<file path="config.mk">
export PLATFORM = sky130hd
export DESIGN_NAME = fdc_unit
export DESIGN_NICKNAME = d
export VERILOG_FILES = /design/src/include/fdc_pkg.sv /design/src/verilog/fdc_unit.sv
export VERILOG_INCLUDE_DIRS = /design/src /design/src/include
export SDC_FILE = /design/constraint.sdc
export NUM_CORES = 1
export LEC_CHECK = 0
export BUFFER_PORTS_ARGS = -buffer_cell sky130_fd_sc_hd__buf_2
export CORE_AREA = 2 2 206 208
export CTS_CLUSTER_SIZE = 10
export DETAILED_ROUTE_END_ITERATION = 10
export DIE_AREA = 0 0 208 210
export GPL_TIMING_DRIVEN = 1
export SLEW_MARGIN = 0
export SYNTH_ARGS = -nofsm -noshare
export SYNTH_HDL_FRONTEND = slang
export SYNTH_SLANG_ARGS = --single-unit
</file>
<file path="constraint.sdc">
create_clock -name clk_sys -period 3.75 [get_ports clk_sys]
set_clock_uncertainty 0.2 [all_clocks]
set_input_delay 0.1875 -clock clk_sys [delete_from_list [all_inputs] [get_ports clk_sys]]
set_output_delay 0.1875 -clock clk_sys [all_outputs]
set_load 0.01 [all_outputs]
</file>
<file path="src/include/fdc_map.svh">
`ifndef FDC_MAP_SVH
`define FDC_MAP_SVH

// Page 2 image size
`define FDC_WORDS          16
`define FDC_IDX_W          4
`define FDC_WORD_W         14

// Signature register
`define FDC_SIG_W          16
`define FDC_SIG_POLY       16'h1021
`define FDC_SIG_SEED       16'hFFFF

// Fault summary layout
`define FDC_FLT_W          8
`define FDC_FLT_CKSUM_BIT  0
`define FDC_FLT_RESET      8'h00

`endif

</file>
<file path="src/include/fdc_pkg.sv">
`include "fdc_map.svh"

package fdc_pkg;

   typedef struct packed {
      logic reset_cmd;
      logic check_sum;
      logic calc_sum;
   } fdc_cmd_t;

   typedef struct packed {
      logic [`FDC_SIG_W-1:0] ref_sig;
      logic [`FDC_SIG_W-1:0] calc_sig;
   } fdc_sig_t;

   typedef enum logic [2:0] {
      ST_BOOT,
      ST_IDLE,
      ST_CALC,
      ST_CHECK,
      ST_NV
   } fdc_state_t;

endpackage

</file>
<file path="src/verilog/fdc_unit.sv">
`timescale 1ns/100ps
`include "fdc_map.svh"

// Notes on behaviour
// Unprompted summary send when summary was zero
// Host reads detail register only on fault
// Host clears detail bits before summary bits
// Host reference check read order A,B,C,scan,ref
// Calculate command stores page 2 checksum
// Host recalculates after every page 2 change
// Check command recomputes and compares stored
// Mismatch sets register checksum fault bit
// Host reloads page 2 after checksum fault
// Host verifies readback before new calculate
// Host clears summary bits after check
// Reference and computed signatures both readable
// Signature computed on power-up and reset command
// Host compares signatures, resets on mismatch
// Coefficient A is upper nine signed bits
// Host subtracts temperature adjustment from reference
// Deterministic shift register signature algorithm

module fdc_unit (
   input  wire logic                                  clk_sys,
   input  wire logic                                  rstn,
   input  wire logic [`FDC_WORDS*`FDC_WORD_W-1:0]     cfg_regs,
   input  wire logic [`FDC_WORDS*`FDC_WORD_W-1:0]     nv_image,
   input  wire logic [`FDC_SIG_W-1:0]                 nv_ref_sig,
   input  wire fdc_pkg::fdc_cmd_t                     cmd,
   input  wire logic [`FDC_FLT_W-1:0]                 fault_set,
   input  wire logic [`FDC_FLT_W-1:0]                 fault_clr,
   output logic      [`FDC_FLT_W-1:0]                 fault_summary,
   output logic                                       status_send,
   output logic      [`FDC_FLT_W-1:0]                 status_word,
   output fdc_pkg::fdc_sig_t                          sigs,
   output logic                                       busy
);

   ////////////////////////////////////////////////////////////////////////////
   // Signature step

   function automatic logic [`FDC_SIG_W-1:0] misr_step(
      input logic [`FDC_SIG_W-1:0]  s,
      input logic [`FDC_WORD_W-1:0] w
   );
      logic [`FDC_SIG_W-1:0] sh;
      sh = {s[`FDC_SIG_W-2:0], 1'b0} ^ (s[`FDC_SIG_W-1] ? `FDC_SIG_POLY : '0);
      return sh ^ {{(`FDC_SIG_W-`FDC_WORD_W){1'b0}}, w};
   endfunction

   ////////////////////////////////////////////////////////////////////////////
   // State

   fdc_pkg::fdc_state_t             state_q;
   fdc_pkg::fdc_state_t             state_d;
   logic [`FDC_IDX_W-1:0]           idx_q;
   logic [`FDC_SIG_W-1:0]           acc_q;
   logic [`FDC_SIG_W-1:0]           stored_q;
   fdc_pkg::fdc_sig_t               sigs_q;
   logic [`FDC_FLT_W-1:0]           fault_sum_q;
   logic [`FDC_FLT_W-1:0]           fault_sum_d;
   logic                            send_q;
   logic [`FDC_FLT_W-1:0]           word_q;
   logic                            busy_q;

   ////////////////////////////////////////////////////////////////////////////
   // Word selection

   logic [`FDC_WORD_W-1:0]          cfg_w [`FDC_WORDS];
   logic [`FDC_WORD_W-1:0]          nv_w  [`FDC_WORDS];

   genvar gi;
   generate
      for (gi = 0; gi < `FDC_WORDS; gi++) begin : g_word
         assign cfg_w[gi] = cfg_regs[gi*`FDC_WORD_W +: `FDC_WORD_W];
         assign nv_w[gi]  = nv_image[gi*`FDC_WORD_W +: `FDC_WORD_W];
      end
   endgenerate

   wire                             in_nv     = (state_q == fdc_pkg::ST_NV);
   wire                             walking   = (state_q == fdc_pkg::ST_CALC) ||
                                                (state_q == fdc_pkg::ST_CHECK) || in_nv;
   wire [`FDC_WORD_W-1:0]           cur_word  = in_nv ? nv_w[idx_q] : cfg_w[idx_q];
   wire [`FDC_SIG_W-1:0]            acc_next  = misr_step(acc_q, cur_word);
   wire                             last_word = (idx_q == `FDC_IDX_W'(`FDC_WORDS-1));
   wire                             done      = walking && last_word;
   wire                             idle      = (state_q == fdc_pkg::ST_IDLE);
   wire                             go_nv     = (state_q == fdc_pkg::ST_BOOT) ||
                                                (idle && cmd.reset_cmd);
   wire                             go_check  = idle && !cmd.reset_cmd && cmd.check_sum;
   wire                             go_calc   = idle && !cmd.reset_cmd && !cmd.check_sum &&
                                                cmd.calc_sum;
   wire                             starting  = go_nv || go_check || go_calc;
   wire                             in_calc   = (state_q == fdc_pkg::ST_CALC);
   wire                             in_check  = (state_q == fdc_pkg::ST_CHECK);
   wire                             calc_done = done && in_calc;
   wire                             cmp_done  = done && in_check;
   wire                             nv_done   = done && in_nv;

   wire                             chk_fail  = cmp_done && (acc_next != stored_q);
   wire [`FDC_FLT_W-1:0]            fail_vec  = chk_fail ?
                                                (`FDC_FLT_W'(1) << `FDC_FLT_CKSUM_BIT) : '0;
   wire [`FDC_FLT_W-1:0]            set_all   = fault_set | fail_vec;
   wire                             sum_zero  = (fault_sum_q == '0);
   wire                             any_set   = (set_all != '0);
   wire                             auto_send = sum_zero && any_set;

   ////////////////////////////////////////////////////////////////////////////
   // Fault summary bits, set wins over clear

   genvar fb;
   generate
      for (fb = 0; fb < `FDC_FLT_W; fb++) begin : g_flt
         assign fault_sum_d[fb] = set_all[fb] | (fault_sum_q[fb] & ~fault_clr[fb]);
      end
   endgenerate

   ////////////////////////////////////////////////////////////////////////////
   // Next register values

   logic [`FDC_IDX_W-1:0]           idx_d;
   logic [`FDC_SIG_W-1:0]           acc_d;
   logic                            busy_d;
   logic [`FDC_SIG_W-1:0]           stored_d;
   logic [`FDC_SIG_W-1:0]           ref_sig_d;
   logic [`FDC_SIG_W-1:0]           calc_sig_d;
   logic                            send_d;
   logic [`FDC_FLT_W-1:0]           word_d;

   assign idx_d      = walking ? idx_q + `FDC_IDX_W'(1) : '0;
   assign acc_d      = (walking && !done) ? acc_next : `FDC_SIG_SEED;
   assign busy_d     = starting || (walking && !last_word);

   assign stored_d   = calc_done ? acc_next : stored_q;
   assign ref_sig_d  = go_nv ? nv_ref_sig : sigs_q.ref_sig;
   assign calc_sig_d = nv_done ? acc_next : sigs_q.calc_sig;
   assign send_d     = auto_send;
   assign word_d     = auto_send ? fault_sum_d : word_q;

   ////////////////////////////////////////////////////////////////////////////
   // Next state

   always_comb begin
      state_d = state_q;
      case (state_q)
         fdc_pkg::ST_BOOT: begin
            state_d = fdc_pkg::ST_NV;
         end
         fdc_pkg::ST_IDLE: begin
            if (go_nv) begin
               state_d = fdc_pkg::ST_NV;
            end else if (go_check) begin
               state_d = fdc_pkg::ST_CHECK;
            end else if (go_calc) begin
               state_d = fdc_pkg::ST_CALC;
            end
         end
         fdc_pkg::ST_CALC,
         fdc_pkg::ST_CHECK,
         fdc_pkg::ST_NV: begin
            if (last_word) begin
               state_d = fdc_pkg::ST_IDLE;
            end
         end
         default: begin
            state_d = fdc_pkg::ST_IDLE;
         end
      endcase
   end

   ////////////////////////////////////////////////////////////////////////////
   // Walk over words

   always_ff @(posedge clk_sys) begin
      if (!rstn) begin
         state_q <= fdc_pkg::ST_BOOT;
         idx_q   <= '0;
         acc_q   <= `FDC_SIG_SEED;
         busy_q  <= 1'b1;
      end else begin
         state_q <= state_d;
         idx_q   <= idx_d;
         acc_q   <= acc_d;
         busy_q  <= busy_d;
      end
   end

   ////////////////////////////////////////////////////////////////////////////
   // Stored checksum and signatures

   always_ff @(posedge clk_sys) begin
      if (!rstn) begin
         stored_q <= `FDC_SIG_SEED;
         sigs_q   <= '0;
      end else begin
         stored_q        <= stored_d;
         sigs_q.ref_sig  <= ref_sig_d;
         sigs_q.calc_sig <= calc_sig_d;
      end
   end

   ////////////////////////////////////////////////////////////////////////////
   // Fault summary and unprompted send

   always_ff @(posedge clk_sys) begin
      if (!rstn) begin
         fault_sum_q <= `FDC_FLT_RESET;
         send_q      <= 1'b0;
         word_q      <= '0;
      end else begin
         fault_sum_q <= fault_sum_d;
         send_q      <= send_d;
         word_q      <= word_d;
      end
   end

   assign fault_summary = fault_sum_q;
   assign status_send   = send_q;
   assign status_word   = word_q;
   assign sigs          = sigs_q;
   assign busy          = busy_q;

endmodule

</file>
* Word level (Yosys, flattened, before mapping) *
Cells that the tools add are included.

operators by class
  reduce and logical (&&, ||, !) cells = 30
  mux-type cells = 14
  $add $sub $neg = 1
  bitwise logic cells = 28
  magnitude comparators = 1
  equal/unequal tests = 8

operator list
  operator             number
  $bmux 14 s4          2
  $mux 14              5
  $ne 16x16->1         1
  $xor 16x13->16       1
  $xor 16x14->16       1
  $logic_and 1x1->1    13
  $mux 13              1
  $mux 3               4
  $pmux 3 s3           1
  $and 1x1->1          8
  $logic_not 8->1      1
  $not 1->1            8
  $or 1x1->1           8
  $or 8x1->8           1
  $reduce_bool 8->1    1
  $eq 3x2->1 const B   2
  $logic_or 1x1->1     6
  $reduce_and 2->1     3
  $ge 5x5->1 const B   1
  $not 4->5            1
  $add 4x1->4 const B  1
  $eq 4x4->1 const B   1
  $logic_not 1->1      4
  $ne 4x1->1 const B   1
  other kinds (6)      6

word-level totals
  input bits = 485
  output and inout port bits = 50
  register bits = 89
  word-level logic and storage cells = 92

* Depth between registers and ports, before layout *
  word-level depth = 12
  depth in mapped cells = 14
  mapped depth without buffers = 9

* Worst setup path after synthesis *
Ideal clock, no wire load.

  path kind = flip-flop to flip-flop
  from = register idx_q[1]
  to = register fault_sum_q[0] (netlist: fault_summary[0])
  setup time = 0.115 ns
  period minus slack after synthesis = 3.047 ns
  stages on the path, launching flop included = 13
  arrival time = 2.732 ns
  data required time = 3.435 ns
  slack = 0.703 ns
  cell sequence = dfxtp_1 -> buf_6 -> buf_12 -> buf_4 -> buf_2 -> mux4_2 -> a221oi_1 -> o22ai_1 -> xnor2_1 -> a2bb2oi_1 -> and4_1 -> a32oi_4 -> o21a_1

between the ends
  cells in the longest elaborated chain, start to end = 11
  elaborated cells between the ends (all ways) = 17
  those cells by class = eq/ne (2); mux (8); bitwise (4); reduce/logical (3)

ends and longest elaborated chain
  element                                      RTL line         source
  start, declared                              fdc_unit.sv:56   logic [`FDC_IDX_W-1:0] idx_q;
  start signal, assigned                       fdc_unit.sv:182  idx_q <= idx_d;
  $not 4->5 (implied by the code)              fdc_unit.sv:83   wire [`FDC_WORD_W-1:0] cur_word = in_nv ? nv_w[idx_q] : cfg_w[idx_q];
  $bmux 14 s4                                  fdc_unit.sv:83
  $mux 14 (implied by the code) (2 in series)  fdc_unit.sv:83
  $mux 14                                      fdc_unit.sv:83
  $xor 16x14->16                               fdc_unit.sv:48   return sh ^ {{(`FDC_SIG_W-`FDC_WORD_W){1'b0}}, w};
  $ne 16x16->1                                 fdc_unit.sv:100  wire chk_fail = cmp_done && (acc_next != stored_q);
  $logic_and 1x1->1 *                          fdc_unit.sv:100
  $mux 1 *                                     fdc_unit.sv:101  wire [`FDC_FLT_W-1:0] fail_vec = chk_fail ?
  $or 8x1->8 *                                 fdc_unit.sv:103  wire [`FDC_FLT_W-1:0] set_all = fault_set | fail_vec;
  $or 1x1->1 *                                 fdc_unit.sv:114  assign fault_sum_d[fb] = set_all[fb] | (fault_sum_q[fb] & ~fault_clr[fb]);
  end signal, assigned                         fdc_unit.sv:207  fault_sum_q <= `FDC_FLT_RESET;
  end signal, assigned                         fdc_unit.sv:211  fault_sum_q <= fault_sum_d;
  end, declared                                fdc_unit.sv:60   logic [`FDC_FLT_W-1:0] fault_sum_q;

Mark *: on every way between the ends. The rest lies on a longest branch, timed or not. The select of a mux whose other input is x is not followed.
A chain may end at the register's enable or synchronous reset.

* Worst setup path in the final report *
  from = register idx_q[0]
  to = register fault_sum_q[0] (netlist: fault_summary[0])

Same word-level chain as after synthesis.

==> flow_metrics.tcl <==
set metrics [dict create \
    status "finished clean" \
    syn_area_mm2 0.007701 \
    cts-root-buf "clkbuf_16" \
    synth-seq-cells 89 \
    grt_max_degree 77 \
    cp.required_ns 3.79 \
    yosysTopAreaCellShare 0.2314 \
    placedCellCount 1827 \
    finalHoldViolations 0 \
    layout_min_cycle_time_ns 3.572 \
    ys_types 74 \
    nFillCells 4473 \
    routabilityCongestion 0.9721 \
    synth_largest_area_cell "dfxtp_1" \
    fmax_mhz 280.0 \
    layout.nets 1820 \
    grt_pass1_wl_um 64160 \
    clkTransAtPathRegs_ns 0.08 \
    postSynthCellCount 760 \
    grt_pass1_vias 9040 \
    synthFlopType "dfxtp_1" \
    row_count 75 \
    synthArstFlopShare 0 \
    drive_gt1_frac 0.5258 \
    die_area_mm2 0.04368 \
    worstSetupStartpointType "flip-flop" \
    cts_tree "done" \
    startpoint "idx_q[0]$_SDFF_PN0_" \
    syn_to_final_growth_pct 52.92 \
    fin_cells 1885 \
    min_from "fault_clr[5]" \
    seq_area_mm2 0.001792 \
    antenna_found_initial 22 \
    via_per_inst 4.752 \
    rrSetupSlack_ns 0.18 \
    cp_max_fo 11 \
    synth_warnings 0 \
    setup_viol 0 \
    rsz0062_at_grt "false" \
    maxSlewHeadroom 0.2801 \
    cts_made_buffers 9 \
    grtUsageTotal 0.2028 \
    worstPathArrival_ns 3.61 \
    dr.pass1.iters 5 \
    vdd_drop_max_uv 247.1 \
    wirelength_um 45980 \
    clock_latency_ns 0.35 \
    drc 0 \
    ant_nets 0 \
    r2r_start "idx_q[0]$_SDFF_PN0_" \
    slew_violations 0 \
    hold_depth 3 \
    period_share 0.9524 \
    placed_area_mm2 0.01110 \
    grt_remaining_overflow 0 \
    via_count 8957 \
    h-tree-depth 3 \
    place_hpwl_um 39680 \
    total_power_mw 5.755 \
    fin_area_mm2 0.01178 \
    p_leak_nw 5.317 \
    syn_avg_cell_area_um2 10.13 \
    critPathKind "reg2reg" \
    cts.sinks 89 \
    synthTopCellsByArea "dfxtp_1 (23%), mux4_2 (20%), mux2i_1 (9.7%)" \
    synth-edff-count 0 \
    pin_count 535 \
    r2r_cells 10 \
    drt-initial-drc-count 674 \
    crit_end "fault_summary[0]$_SDFF_PN0_" \
    numPortBuffers 534 \
    worstSetupEndpointType "flip-flop" \
    hp-class "in2reg" \
    clockBufferDepth 2 \
    wl_per_cell_um 24.39 \
    initial_core_util 0.1857 \
    multi_input_area_mm2 0.005477 \
    fp.dieW_um 208 \
    ys_seq_area_frac 0.2314 \
    die_h_um 210 \
    drv_cap 0 \
    power_density_mw_per_mm2 488.7 \
    holdWs_ns 0.03323 \
    worstMarginPinSlew_ns 1.080 \
    syn-num-nets 1246 \
    coreArea_mm2 0.04148 \
    worstReg2RegEnd "fault_summary[0]$_SDFF_PN0_" \
]
-- cell families after synthesis --
| kind of cell | Yosys count | synth area share |
|---|---|---|
| mux | 165 | 0.3534 |
| flops | 89 | 0.2314 |
| buf+inv | 67 | 0.05979 |
| xor+xnor | 32 | 0.04240 |
| fa+ha+maj | 1 | 0.001624 |
| simple gates | 232 | 0.1465 |
| compound gates | 174 | 0.1649 |
-- where the power goes --
part	internal [mW]	leakage [nW]	switching [mW]
clock	0.461	0.136	0.421
sequential	1.10	0.729	0.116
combinational	1.70	4.45	1.96
-- sequential cells by signal, summed over array words and instances, names as in the netlist --
| register | flops |
|---|---|
| acc_q | 16 |
| busy | 1 |
| fault_summary | 8 |
| idx_q | 4 |
| sigs | 32 |
| state_q | 3 |
| status_send | 1 |
| status_word | 8 |
| stored_q | 16 |
-- layout by cell type (no fill, tap or decap), types with 6 or more instances in the layout --
cell type	instances
mux2_2	9
inv_1	6
buf_12	6
nor2_1	23
nor2b_1	17
o22ai_1	9
o211ai_1	17
mux4_2	69
a21oi_1	24
mux2i_1	74
nand3_1	18
dlygate4sd3_1	33
a22oi_1	16
o21a_1	9
buf_2	534
o21ai_1	10
diode_2	7
o21ai_0	16
a221oi_1	11
dfxtp_1	85
o211a_1	7
a21boi_0	19
clkbuf_16	9
and2_1	13
nand2_1	115
and3_1	10
xnor2_1	23
mux4_1	12
buf_4	47
xor2_1	6
-- synth_stat cells (9+ instances only) --
cell type,count
nand2_1,115
dfxtp_1,89
mux2i_1,75
mux4_2,69
a21oi_1,24
clkbuf_1,24
nor2_1,23
xnor2_1,23
a21boi_0,19
nand3_1,18
nor2b_1,17
o211ai_1,17
a22oi_1,16
o21ai_0,16
and2_1,13
mux4_1,12
a221oi_1,11
and3_1,10
o21ai_1,10
mux2_2,9
o21a_1,9
o22ai_1,9
-- worst min path at each step --
stage	end	slack (ns)
6_report	fault_summary[5]$_SDFF_PN0_	0.03
3_3_place_gp	busy$_SDFF_PN1_	0.24
5_1_grt	fault_summary[5]$_SDFF_PN0_	0.04
3_5_place_dp	busy$_SDFF_PN1_	0.24
4_1_cts	fault_summary[5]$_SDFF_PN0_	0.009
2_1_floorplan	busy$_SDFF_PN1_	0.11
-- through the flow --
step / setup slack (ns) / utilization / TNS (ns)
2_1_floorplan: 0.7032 / - / 0
3_3_place_gp: 0.02724 / 0.2677 / 0
3_5_place_dp: -0.01802 / 0.2677 / -0.01802
4_1_cts: 0.03745 / 0.2827 / 0
5_1_grt: 0.02273 / 0.2837 / 0
6_report: 0.1784 / 0.2839 / 0
-- final cells by class --
cell class / instances / share of cell area
multi-input cells: 604 / 0.4650
repair buffers: 621 / 0.2975
flip-flops and latches: 89 / 0.1521
well taps: 539 / 0.05727
clock buffers: 10 / 0.01944
clock inverters: 6 / 0.004250
inverters: 9 / 0.002869
diodes: 7 / 0.001487
-- worst max-delay path, stage by stage, from the launching register on --
cell and delay (ns):
dfxtp_4 0.42, buf_12 0.15, mux4_1 0.62, mux2_2 0.29, a22oi_1 0.18, o211a_1 0.27
xnor3_1 0.26, nor4b_1 0.34, and4_1 0.32, a32oi_4 0.19, o21a_1 0.21
-- metal layers --
metal / track usage / vias up / routed length, um
met5: 0 / - / 30
met4: 0.03864 / 4 / 698
met3: 0.02533 / 42 / 2922
met2: 0.3554 / 448 / 22760
met1: 0.2688 / 4355 / 19570
li1: - / 4108 / -
-- timing repair --
item,CTS,global route
setup buffers,0,2
gates resized for setup,2,1
hold endpoints to repair,27,0
setup endpoints to repair,5,10
hold buffers,33,0
Note: power is estimated with default switching activity, not from simulation.
